<file path="config.mk">
export PLATFORM = sky130hd
export DESIGN_NAME = sdram_timing_parameter_regs
export DESIGN_NICKNAME = d
export VERILOG_FILES = /design/src/hw/sdram_timing_pkg.sv /design/src/hw/sdram_timing_parameter_regs.sv
export VERILOG_INCLUDE_DIRS = /design/src /design/src/hw
export SDC_FILE = /design/constraint.sdc
export NUM_CORES = 1
export LEC_CHECK = 0
export ABC_AREA = 1
export ABC_CLOCK_PERIOD_IN_PS = 4550
export BUFFER_PORTS_ARGS = -buffer_cell sky130_fd_sc_hd__buf_2
export CAP_MARGIN = 20
export CELL_PAD_IN_SITES_DETAIL_PLACEMENT = 0
export CELL_PAD_IN_SITES_GLOBAL_PLACEMENT = 2
export CORE_UTILIZATION = 30
export DETAILED_ROUTE_END_ITERATION = 12
export PLACE_DENSITY = 0.86
export SKIP_LAST_GASP = 1
export SYNTH_ARGS = -nofsm -noshare
export SYNTH_HDL_FRONTEND = slang
export SYNTH_SLANG_ARGS = --single-unit
</file>
<file path="constraint.sdc">
create_clock -name core_clk -period 4.55 [get_ports core_clk]
set_clock_uncertainty 0.05 [all_clocks]
set_input_delay 0.91 -clock core_clk [delete_from_list [all_inputs] [get_ports core_clk]]
set_output_delay 0.91 -clock core_clk [all_outputs]
set_load 0.05 [all_outputs]
</file>
<file path="src/hw/sdram_timing_map.svh">
/*
 Offsets, field positions and reset values of the SDRAM timing register set.
 Assumes APB byte addressing; every offset is word aligned.
*/
// Function
// - Read latency field, bits 3-1, resets to three cycles.
// - Bit 0 adds half a cycle; forced off for SDR and mobile DDR.
// - Write-to-strobe delay from bits 1-0, reset one.
// - Wait after mode register command from bits 6-0, reset two.
// - Activate-to-precharge minimum from bits 3-0, reset seven.
// - Same-bank activate spacing from bits 3-0, reset eleven.
// - Activate-to-column delay bits 2-0, scheduler copy 5-3, reset 0x1d.
// - Refresh interval bits 4-0, scheduler copy 9-5, reset 0x212.
// - Precharge-to-activate bits 2-0, scheduler copy 5-3, reset 0x1d.
// - Cross-bank activate spacing from bits 3-0, reset two.
// - Last write data to precharge minimum from bits 2-0, reset three.
`ifndef SDRAM_TIMING_MAP_SVH
`define SDRAM_TIMING_MAP_SVH

`define APB_ADDR_W 12
`define BANK_IDX_W 3
`define CNT_W 7

// ----------------------------------------------------------------------
// Register byte offsets
// ----------------------------------------------------------------------
`define OFS_READ_LAT 12'h014
`define OFS_WR_STROBE 12'h018
`define OFS_MODE_CMD 12'h01c
`define OFS_ACT_PRE 12'h020
`define OFS_SAME_ACT 12'h024
`define OFS_ACT_COL 12'h028
`define OFS_REFRESH 12'h02c
`define OFS_PRE_ACT 12'h030
`define OFS_CROSS_ACT 12'h034
`define OFS_WR_RECOV 12'h038

// ----------------------------------------------------------------------
// Reset values
// ----------------------------------------------------------------------
`define RST_READ_LAT 4'h6
`define RST_WR_STROBE 2'h1
`define RST_MODE_CMD 7'h02
`define RST_ACT_PRE 4'h7
`define RST_SAME_ACT 4'hb
`define RST_ACT_COL 6'h1d
`define RST_REFRESH 10'h212
`define RST_PRE_ACT 6'h1d
`define RST_CROSS_ACT 4'h2
`define RST_WR_RECOV 3'h3

// ----------------------------------------------------------------------
// Field positions
// ----------------------------------------------------------------------
`define LAT_HALF_BIT 0
`define LAT_CL_LO 1
`define LAT_CL_HI 3
`define DQSS_HI 1
`define MRD_HI 6
`define RAS_HI 3
`define RC_HI 3
`define RCD_HI 2
`define RCD_SCH_LO 3
`define RCD_SCH_HI 5
`define RFC_HI 4
`define RFC_SCH_LO 5
`define RFC_SCH_HI 9
`define RP_HI 2
`define RP_SCH_LO 3
`define RP_SCH_HI 5
`define RRD_HI 3
`define WR_HI 2

`define MTYPE_SDR 3'h0
`define MTYPE_LPDDR 3'h3

`endif

</file>
<file path="src/hw/sdram_timing_pkg.sv">
/*
 Types shared by the SDRAM timing register set and its sequencer.
 Assumes sdram_timing_map.svh is on the include path.
*/
`include "sdram_timing_map.svh"

package sdram_timing_pkg;

   typedef enum logic [2:0] {
      CMD_NOP, CMD_ACT, CMD_READ, CMD_WRITE, CMD_PRE, CMD_PRE_ALL, CMD_REFRESH, CMD_MODE
   } cmd_kind_t;

   typedef struct packed {
      logic valid;
      cmd_kind_t kind;
      logic [`BANK_IDX_W-1:0] bank;
      logic wr_last;
      logic [`BANK_IDX_W-1:0] wr_bank;
   } seq_cmd_t;

   typedef struct packed {
      logic [`LAT_CL_HI-`LAT_CL_LO:0] read_lat;
      logic half_cycle;
      logic [`DQSS_HI:0] wr_strobe;
      logic [`MRD_HI:0] mode_cmd;
      logic [`RAS_HI:0] act_pre;
      logic [`RC_HI:0] same_act;
      logic [`RCD_HI:0] act_col;
      logic [`RCD_SCH_HI-`RCD_SCH_LO:0] act_col_sched;
      logic [`RFC_HI:0] refresh;
      logic [`RFC_SCH_HI-`RFC_SCH_LO:0] refresh_sched;
      logic [`RP_HI:0] pre_act;
      logic [`RP_SCH_HI-`RP_SCH_LO:0] pre_act_sched;
      logic [`RRD_HI:0] cross_act;
      logic [`WR_HI:0] wr_recov;
   } timing_cfg_t;

endpackage : sdram_timing_pkg

</file>
<file path="src/hw/sdram_timing_parameter_regs.sv">
/*
 SDRAM timing parameter registers on APB, with the command spacing gates
 that the sequencer obeys.
 Assumes the sequencer issues a command only when its gate is high, and
 that software programs the set only in config or low-power state.
*/
`timescale 1ns/100ps
`default_nettype none

module sdram_timing_parameter_regs
   import sdram_timing_pkg::*;
#(
   parameter int NUM_BANKS = 4
) (
   input wire logic core_clk,
   input wire logic rst_b,
   input wire logic clk_en,
   input wire logic psel,
   input wire logic penable,
   input wire logic pwrite,
   input wire logic [`APB_ADDR_W-1:0] paddr,
   input wire logic [31:0] pwdata,
   input wire logic [3:0] pstrb,
   output var logic [31:0] prdata,
   output var logic pready,
   output var logic pslverr,
   input wire logic [2:0] mem_type,
   input wire seq_cmd_t seq_cmd,
   output var timing_cfg_t timing,
   output var logic [NUM_BANKS-1:0] act_ok,
   output var logic [NUM_BANKS-1:0] col_ok,
   output var logic [NUM_BANKS-1:0] pre_ok,
   output var logic mode_ok
);

   // ----------------------------------------------------------------------
   // State
   // ----------------------------------------------------------------------
   typedef logic [`CNT_W-1:0] cnt_t;

   typedef struct packed {
      logic [31:0] rdata;
      logic ready;
      logic err;
      logic [`LAT_CL_HI:0] lat;
      logic [`DQSS_HI:0] dqss;
      logic [`MRD_HI:0] mrd;
      logic [`RAS_HI:0] ras;
      logic [`RC_HI:0] rc;
      logic [`RCD_SCH_HI:0] rcd;
      logic [`RFC_SCH_HI:0] rfc;
      logic [`RP_SCH_HI:0] rp;
      logic [`RRD_HI:0] rrd;
      logic [`WR_HI:0] wr;
      logic half_eff;
      logic [NUM_BANKS-1:0][`CNT_W-1:0] ras_c;
      logic [NUM_BANKS-1:0][`CNT_W-1:0] rc_c;
      logic [NUM_BANKS-1:0][`CNT_W-1:0] rcd_c;
      logic [NUM_BANKS-1:0][`CNT_W-1:0] rp_c;
      logic [NUM_BANKS-1:0][`CNT_W-1:0] wr_c;
      cnt_t rrd_c;
      cnt_t mrd_c;
      cnt_t rfc_c;
      logic [NUM_BANKS-1:0] act_ok;
      logic [NUM_BANKS-1:0] col_ok;
      logic [NUM_BANKS-1:0] pre_ok;
      logic mode_ok;
   } state_t;

   state_t st_r;
   state_t st_nxt;

   // ----------------------------------------------------------------------
   // Helpers
   // ----------------------------------------------------------------------
   // Load n-1 so the dependent command may follow n edges later
   function automatic cnt_t load_cnt(input cnt_t n);
      load_cnt = (n == '0) ? '0 : n - 1'b1;
   endfunction : load_cnt

   function automatic cnt_t step_cnt(input cnt_t c);
      step_cnt = (c == '0) ? '0 : c - 1'b1;
   endfunction : step_cnt

   function automatic logic [31:0] merge(input logic [31:0] old,
                                         input logic [31:0] wd,
                                         input logic [3:0] strb);
      logic [31:0] m;
      m = old;
      for (int i = 0; i < 4; i++) begin
         if (strb[i]) begin
            m[i*8 +: 8] = wd[i*8 +: 8];
         end
      end
      merge = m;
   endfunction : merge

   // ----------------------------------------------------------------------
   // Next state
   // ----------------------------------------------------------------------
   logic setup_ph;
   logic access_ph;
   logic hit;
   logic [31:0] rd_word;
   logic [31:0] cur_word;
   logic [31:0] wr_word;
   logic [`BANK_IDX_W-1:0] cb;
   logic [`BANK_IDX_W-1:0] wb;

   assign setup_ph = psel & ~penable;
   assign access_ph = psel & penable & st_r.ready;
   assign cb = seq_cmd.bank;
   assign wb = seq_cmd.wr_bank;

   // Reserved bits read as zero
   always_comb begin
      hit = 1'b1;
      rd_word = '0;
      case (paddr)
         `OFS_READ_LAT: rd_word[`LAT_CL_HI:0] = st_r.lat;
         `OFS_WR_STROBE: rd_word[`DQSS_HI:0] = st_r.dqss;
         `OFS_MODE_CMD: rd_word[`MRD_HI:0] = st_r.mrd;
         `OFS_ACT_PRE: rd_word[`RAS_HI:0] = st_r.ras;
         `OFS_SAME_ACT: rd_word[`RC_HI:0] = st_r.rc;
         `OFS_ACT_COL: rd_word[`RCD_SCH_HI:0] = st_r.rcd;
         `OFS_REFRESH: rd_word[`RFC_SCH_HI:0] = st_r.rfc;
         `OFS_PRE_ACT: rd_word[`RP_SCH_HI:0] = st_r.rp;
         `OFS_CROSS_ACT: rd_word[`RRD_HI:0] = st_r.rrd;
         `OFS_WR_RECOV: rd_word[`WR_HI:0] = st_r.wr;
         default: hit = 1'b0;
      endcase
   end

   assign cur_word = rd_word;
   assign wr_word = merge(cur_word, pwdata, pstrb);

   always_comb begin
      st_nxt = st_r;

      // APB: ready registered from setup, so with clk_en high every access completes with no wait state
      st_nxt.ready = 1'b0;
      if (setup_ph) begin
         st_nxt.ready = 1'b1;
         st_nxt.err = ~hit;
         st_nxt.rdata = pwrite ? 32'h0000_0000 : rd_word;
      end
      if (access_ph && pwrite && hit) begin
         case (paddr)
            `OFS_READ_LAT: st_nxt.lat = wr_word[`LAT_CL_HI:0];
            `OFS_WR_STROBE: st_nxt.dqss = wr_word[`DQSS_HI:0];
            `OFS_MODE_CMD: st_nxt.mrd = wr_word[`MRD_HI:0];
            `OFS_ACT_PRE: st_nxt.ras = wr_word[`RAS_HI:0];
            `OFS_SAME_ACT: st_nxt.rc = wr_word[`RC_HI:0];
            `OFS_ACT_COL: st_nxt.rcd = wr_word[`RCD_SCH_HI:0];
            `OFS_REFRESH: st_nxt.rfc = wr_word[`RFC_SCH_HI:0];
            `OFS_PRE_ACT: st_nxt.rp = wr_word[`RP_SCH_HI:0];
            `OFS_CROSS_ACT: st_nxt.rrd = wr_word[`RRD_HI:0];
            `OFS_WR_RECOV: st_nxt.wr = wr_word[`WR_HI:0];
            default: ;
         endcase
      end

      // Half-cycle offset is meaningless without a DDR strobe
      st_nxt.half_eff = st_nxt.lat[`LAT_HALF_BIT];
      if (mem_type == `MTYPE_SDR || mem_type == `MTYPE_LPDDR) begin
         st_nxt.half_eff = 1'b0;
      end

      // Free-running decrement of every spacing counter
      for (int b = 0; b < NUM_BANKS; b++) begin
         st_nxt.ras_c[b] = step_cnt(st_r.ras_c[b]);
         st_nxt.rc_c[b] = step_cnt(st_r.rc_c[b]);
         st_nxt.rcd_c[b] = step_cnt(st_r.rcd_c[b]);
         st_nxt.rp_c[b] = step_cnt(st_r.rp_c[b]);
         st_nxt.wr_c[b] = step_cnt(st_r.wr_c[b]);
      end
      st_nxt.rrd_c = step_cnt(st_r.rrd_c);
      st_nxt.mrd_c = step_cnt(st_r.mrd_c);
      st_nxt.rfc_c = step_cnt(st_r.rfc_c);

      // Loads use the values in force before this cycle's register write
      if (seq_cmd.valid) begin
         case (seq_cmd.kind)
            CMD_ACT: begin
               for (int b = 0; b < NUM_BANKS; b++) begin
                  if (cb == `BANK_IDX_W'(b)) begin
                     st_nxt.ras_c[b] = load_cnt(`CNT_W'(st_r.ras));
                     st_nxt.rc_c[b] = load_cnt(`CNT_W'(st_r.rc));
                     st_nxt.rcd_c[b] = load_cnt(`CNT_W'(st_r.rcd[`RCD_HI:0]));
                  end
               end
               st_nxt.rrd_c = load_cnt(`CNT_W'(st_r.rrd));
            end
            CMD_PRE: begin
               for (int b = 0; b < NUM_BANKS; b++) begin
                  if (cb == `BANK_IDX_W'(b)) begin
                     st_nxt.rp_c[b] = load_cnt(`CNT_W'(st_r.rp[`RP_HI:0]));
                  end
               end
            end
            CMD_PRE_ALL: begin
               for (int b = 0; b < NUM_BANKS; b++) begin
                  st_nxt.rp_c[b] = load_cnt(`CNT_W'(st_r.rp[`RP_HI:0]));
               end
            end
            CMD_REFRESH: begin
               st_nxt.rfc_c = load_cnt(`CNT_W'(st_r.rfc[`RFC_HI:0]));
            end
            CMD_MODE: begin
               st_nxt.mrd_c = load_cnt(st_r.mrd);
            end
            default: ;
         endcase
      end
      if (seq_cmd.wr_last) begin
         for (int b = 0; b < NUM_BANKS; b++) begin
            if (wb == `BANK_IDX_W'(b)) begin
               st_nxt.wr_c[b] = load_cnt(`CNT_W'(st_r.wr));
            end
         end
      end

      // Gates registered from the next counter values
      st_nxt.mode_ok = (st_nxt.mrd_c == '0) && (st_nxt.rfc_c == '0);
      for (int b = 0; b < NUM_BANKS; b++) begin
         st_nxt.act_ok[b] = st_nxt.mode_ok && (st_nxt.rc_c[b] == '0) &&
                            (st_nxt.rp_c[b] == '0) && (st_nxt.rrd_c == '0);
         st_nxt.col_ok[b] = st_nxt.mode_ok && (st_nxt.rcd_c[b] == '0);
         st_nxt.pre_ok[b] = st_nxt.mode_ok && (st_nxt.ras_c[b] == '0) &&
                            (st_nxt.wr_c[b] == '0);
      end
   end

   // ----------------------------------------------------------------------
   // Registers
   // ----------------------------------------------------------------------
   always_ff @(posedge core_clk) begin
      if (!rst_b) begin
         st_r <= '0;
         st_r.lat <= `RST_READ_LAT;
         st_r.dqss <= `RST_WR_STROBE;
         st_r.mrd <= `RST_MODE_CMD;
         st_r.ras <= `RST_ACT_PRE;
         st_r.rc <= `RST_SAME_ACT;
         st_r.rcd <= `RST_ACT_COL;
         st_r.rfc <= `RST_REFRESH;
         st_r.rp <= `RST_PRE_ACT;
         st_r.rrd <= `RST_CROSS_ACT;
         st_r.wr <= `RST_WR_RECOV;
         st_r.act_ok <= '1;
         st_r.col_ok <= '1;
         st_r.pre_ok <= '1;
         st_r.mode_ok <= 1'b1;
      end else if (clk_en) begin
         st_r <= st_nxt;
      end
   end

   // ----------------------------------------------------------------------
   // Outputs, all flop fields
   // ----------------------------------------------------------------------
   assign prdata = st_r.rdata;
   assign pready = st_r.ready;
   assign pslverr = st_r.err;
   assign act_ok = st_r.act_ok;
   assign col_ok = st_r.col_ok;
   assign pre_ok = st_r.pre_ok;
   assign mode_ok = st_r.mode_ok;

   assign timing.read_lat = st_r.lat[`LAT_CL_HI:`LAT_CL_LO];
   assign timing.half_cycle = st_r.half_eff;
   assign timing.wr_strobe = st_r.dqss;
   assign timing.mode_cmd = st_r.mrd;
   assign timing.act_pre = st_r.ras;
   assign timing.same_act = st_r.rc;
   assign timing.act_col = st_r.rcd[`RCD_HI:0];
   assign timing.act_col_sched = st_r.rcd[`RCD_SCH_HI:`RCD_SCH_LO];
   assign timing.refresh = st_r.rfc[`RFC_HI:0];
   assign timing.refresh_sched = st_r.rfc[`RFC_SCH_HI:`RFC_SCH_LO];
   assign timing.pre_act = st_r.rp[`RP_HI:0];
   assign timing.pre_act_sched = st_r.rp[`RP_SCH_HI:`RP_SCH_LO];
   assign timing.cross_act = st_r.rrd;
   assign timing.wr_recov = st_r.wr;

endmodule : sdram_timing_parameter_regs

`default_nettype wire

</file>
==> flow_summary.toml <==
[yosys]
synth-edff-count = 0
syn_area_um2 = 15700
synth_seq_cells = 237
synthDominantCellAreaShare_pct = 30.22
syn_area_per_cell_um2 = 6.402
synthArstFlopShare_pct = 0
ys_warn_count = 0
synth_area_leaders = "dfxtp_1 (30%), nand2_1 (11%), inv_1 (8.3%)"
ys_types = 45
synth_ff_type = "dfxtp_1"
yosysMostFrequentCell = "nand2_1"
yosysTopAreaCell = "dfxtp_1"
synth.yosys.seq_area_share_pct = 30.22
netlist_top_cells_count = "nand2_1 (448), inv_1 (347), nor2_1 (312)"
syn_inst = 2452

[grt]
antenna_found_initial = 0
grt_max_degree = 141
first_global_vias = 14520
grt_overflow = 0
grt_pass1_wl_um = 76150
grt_usage_pct = 17.59

[clock_tree]
cts_setup_buffers = 0
clkTransAtPathRegs_ns = 0.06
htreeDepth = 1
clk_path_buf_depth = 3
ctsHoldBuffers = 0
insertion_delay_ns = 0.60
cts_tree = "yes"
cts_resized = 0
numCtsBuffers = 30
cts_root_buf = "clkbuf_16"
cts.sink_count = 237

[route]
postRouteWirelength_um = 47380
drtAntennaViolNets = 0
via_per_inst = 4.816
num_vias = 15270
drtIter0Drc = 971
drc = 0
wl_per_cell_um = 14.95
drt-pass1-iter-count = 7

[timing]
whs_ns = 0.4091
finalMaxSlewViolations = 0
fin_ws_ns = 1.584
min_period_over_period_pct = 65.18
fin_tns_setup_ns = 0
setup_viol = 0
period_needed_ns = 2.966
rsz0062_at_grt = "no"
max-slew-margin-rel_pct = 36.53
final_hold_viol_count = 0
timing.fmax_mhz = 337.2
tightest_slew_ns = 0.9420

[final_layout]
fin_cells = 3170
area_growth_syn_to_layout_pct = 10.85
layout-drive-gt1-share_pct = 9.076
fin_util_pct = 33.78
stdcell_area_um2 = 17400
antenna_cells = 0
fin_nets = 2588

[critical_path]
crit_required_ns = 5.02
cp_max_fo = 6
critical-path-slowest-cell = "nand3_1"
cp-end-kind = "register"
worstSetupStartpointType = "primary input"
slowest_delay_ns = 0.39
crit_arrival_ns = 3.43
worstPathCellList = "buf_2, inv_1, nand4_1, o21ai_1, inv_1, nand2_1, nor2_1, nor2_1, nand2_1, nor2_1, nand3_1, nor2_1, buf_4, nand2_1, nand2_1"
critical_path_class = "primary input to register"

[hold_path]
min_path_type = "register to register"

[floorplanning]
floorplan.initialDensity_pct = 30.48
die_w_um = 230.8
num_rows = 83
coreArea_um2 = 51510
die-height_um = 230.8
die_area_um2 = 53250
io-pin-count = 165

[place]
dp.cells = 3115
portBuffers = 118
place.gp.congestion = 0.8706
post_dp_cell_area_um2 = 16350
hpwlAfterDp_um = 34370
place_ws_ns = 0.9699

[power_and_ir_drop]
p_per_area_nw_per_um2 = 377.6
ir_drop_v = 0.0003314
leakage_nw = 8.227
p_total_mw = 6.571

[outcome]
status = "completed"

[job]
maxCapViolations = 0
## cells in the final DEF (no fill, tap or decap), drive strengths merged
| master | instances |
|---|---|
| clkbuf | 42 |
| o22ai | 40 |
| nand3b | 10 |
| bufinv | 3 |
| xor2 | 63 |
| nand2 | 451 |
| xnor2 | 15 |
| o21bai | 1 |
| clkinv | 12 |
| a211oi | 25 |
| a32oi | 1 |
| o21a | 1 |
| nor4 | 3 |
| nor3 | 25 |
| a21oi | 198 |
| o211ai | 22 |
| o31ai | 3 |
| or2 | 11 |
| a21boi | 1 |
| ha | 53 |
| nor2b | 1 |
| nand3 | 132 |
| nor3b | 3 |
| a221oi | 6 |
| conb | 22 |
| nor2 | 325 |
| buf | 129 |
| inv | 356 |
| o21ai | 253 |
| nand4 | 34 |
| dfxtp | 237 |
| a31oi | 11 |
| and2 | 1 |
## worst max-delay path, delay by kind of cell
| family | cells | cell delay, ns |
|---|---|---|
| AOI/OAI and AO/OA | 1 | 0.34 |
| buffers and inverters | 4 | 0.61 |
| and+or+nand+nor | 10 | 1.55 |
## area by class of cell
type | instances | area, um^2
clock buffers | 42 | 885.9
clock inverters | 13 | 165.2
fillers | 5644 | 34110
inverters | 358 | 1351
multi-input cells | 1711 | 8688
flip-flops and latches | 237 | 4745
well taps | 680 | 850.8
repair buffers | 129 | 715.7
## path summary, 6_finish.rpt
kind | cells past startpoint | slack, ns | end | start
hold reg to reg | 2 | 0.41 | act_ok[3]$_SDFFE_PN1P_ | act_ok[3]$_SDFFE_PN1P_
hold / removal | 2 | 0.41 | act_ok[3]$_SDFFE_PN1P_ | act_ok[3]$_SDFFE_PN1P_
setup / recovery | 15 | 1.58 | act_ok[0]$_SDFFE_PN1P_ | seq_cmd[7]
setup reg to reg | 17 | 1.78 | act_ok[0]$_SDFFE_PN1P_ | timing[18]$_SDFFE_PN0P_
## per-layer routing
metal	wire length (um)	up-vias	global-route usage [%]	part of all wire [%]
met3	2640	55	3.397	5.6
met1	22520	6982	23.30	48
met2	21390	339	29.40	45
li1	-	7891	-	-
met4	827	0	3.787	1.7
met5	0	-	0	0
## flip-flops by register name, summed over array words and instances (netlist names)
register	flops
act_ok	4
prdata	10
pready	1
mode_ok	1
col_ok	4
pslverr	1
timing	50
pre_ok	4
st_r	162
## logic make-up (layout without fill, tap and decap cells)
kind of cell	count (synthesis)	after routing	synth area share, %
AOI/OAI and AO/OA	562	562	19.41
xor gates and xnor gates	78	78	4.352
adders and majority gates	53	53	4.224
buffers and inverters	525	542	14.94
DFF	237	237	30.22
other	1	22	0.02389
and+or+nand+nor	996	996	26.84
## power by group
group / switching [mW] / internal, mW / leakage, nW
Combinational: 1.11 / 0.589 / 5.75
Clock: 0.994 / 1.52 / 0.527
Sequential: 0.117 / 2.24 / 1.95
(Power assumes the default switching activity.)
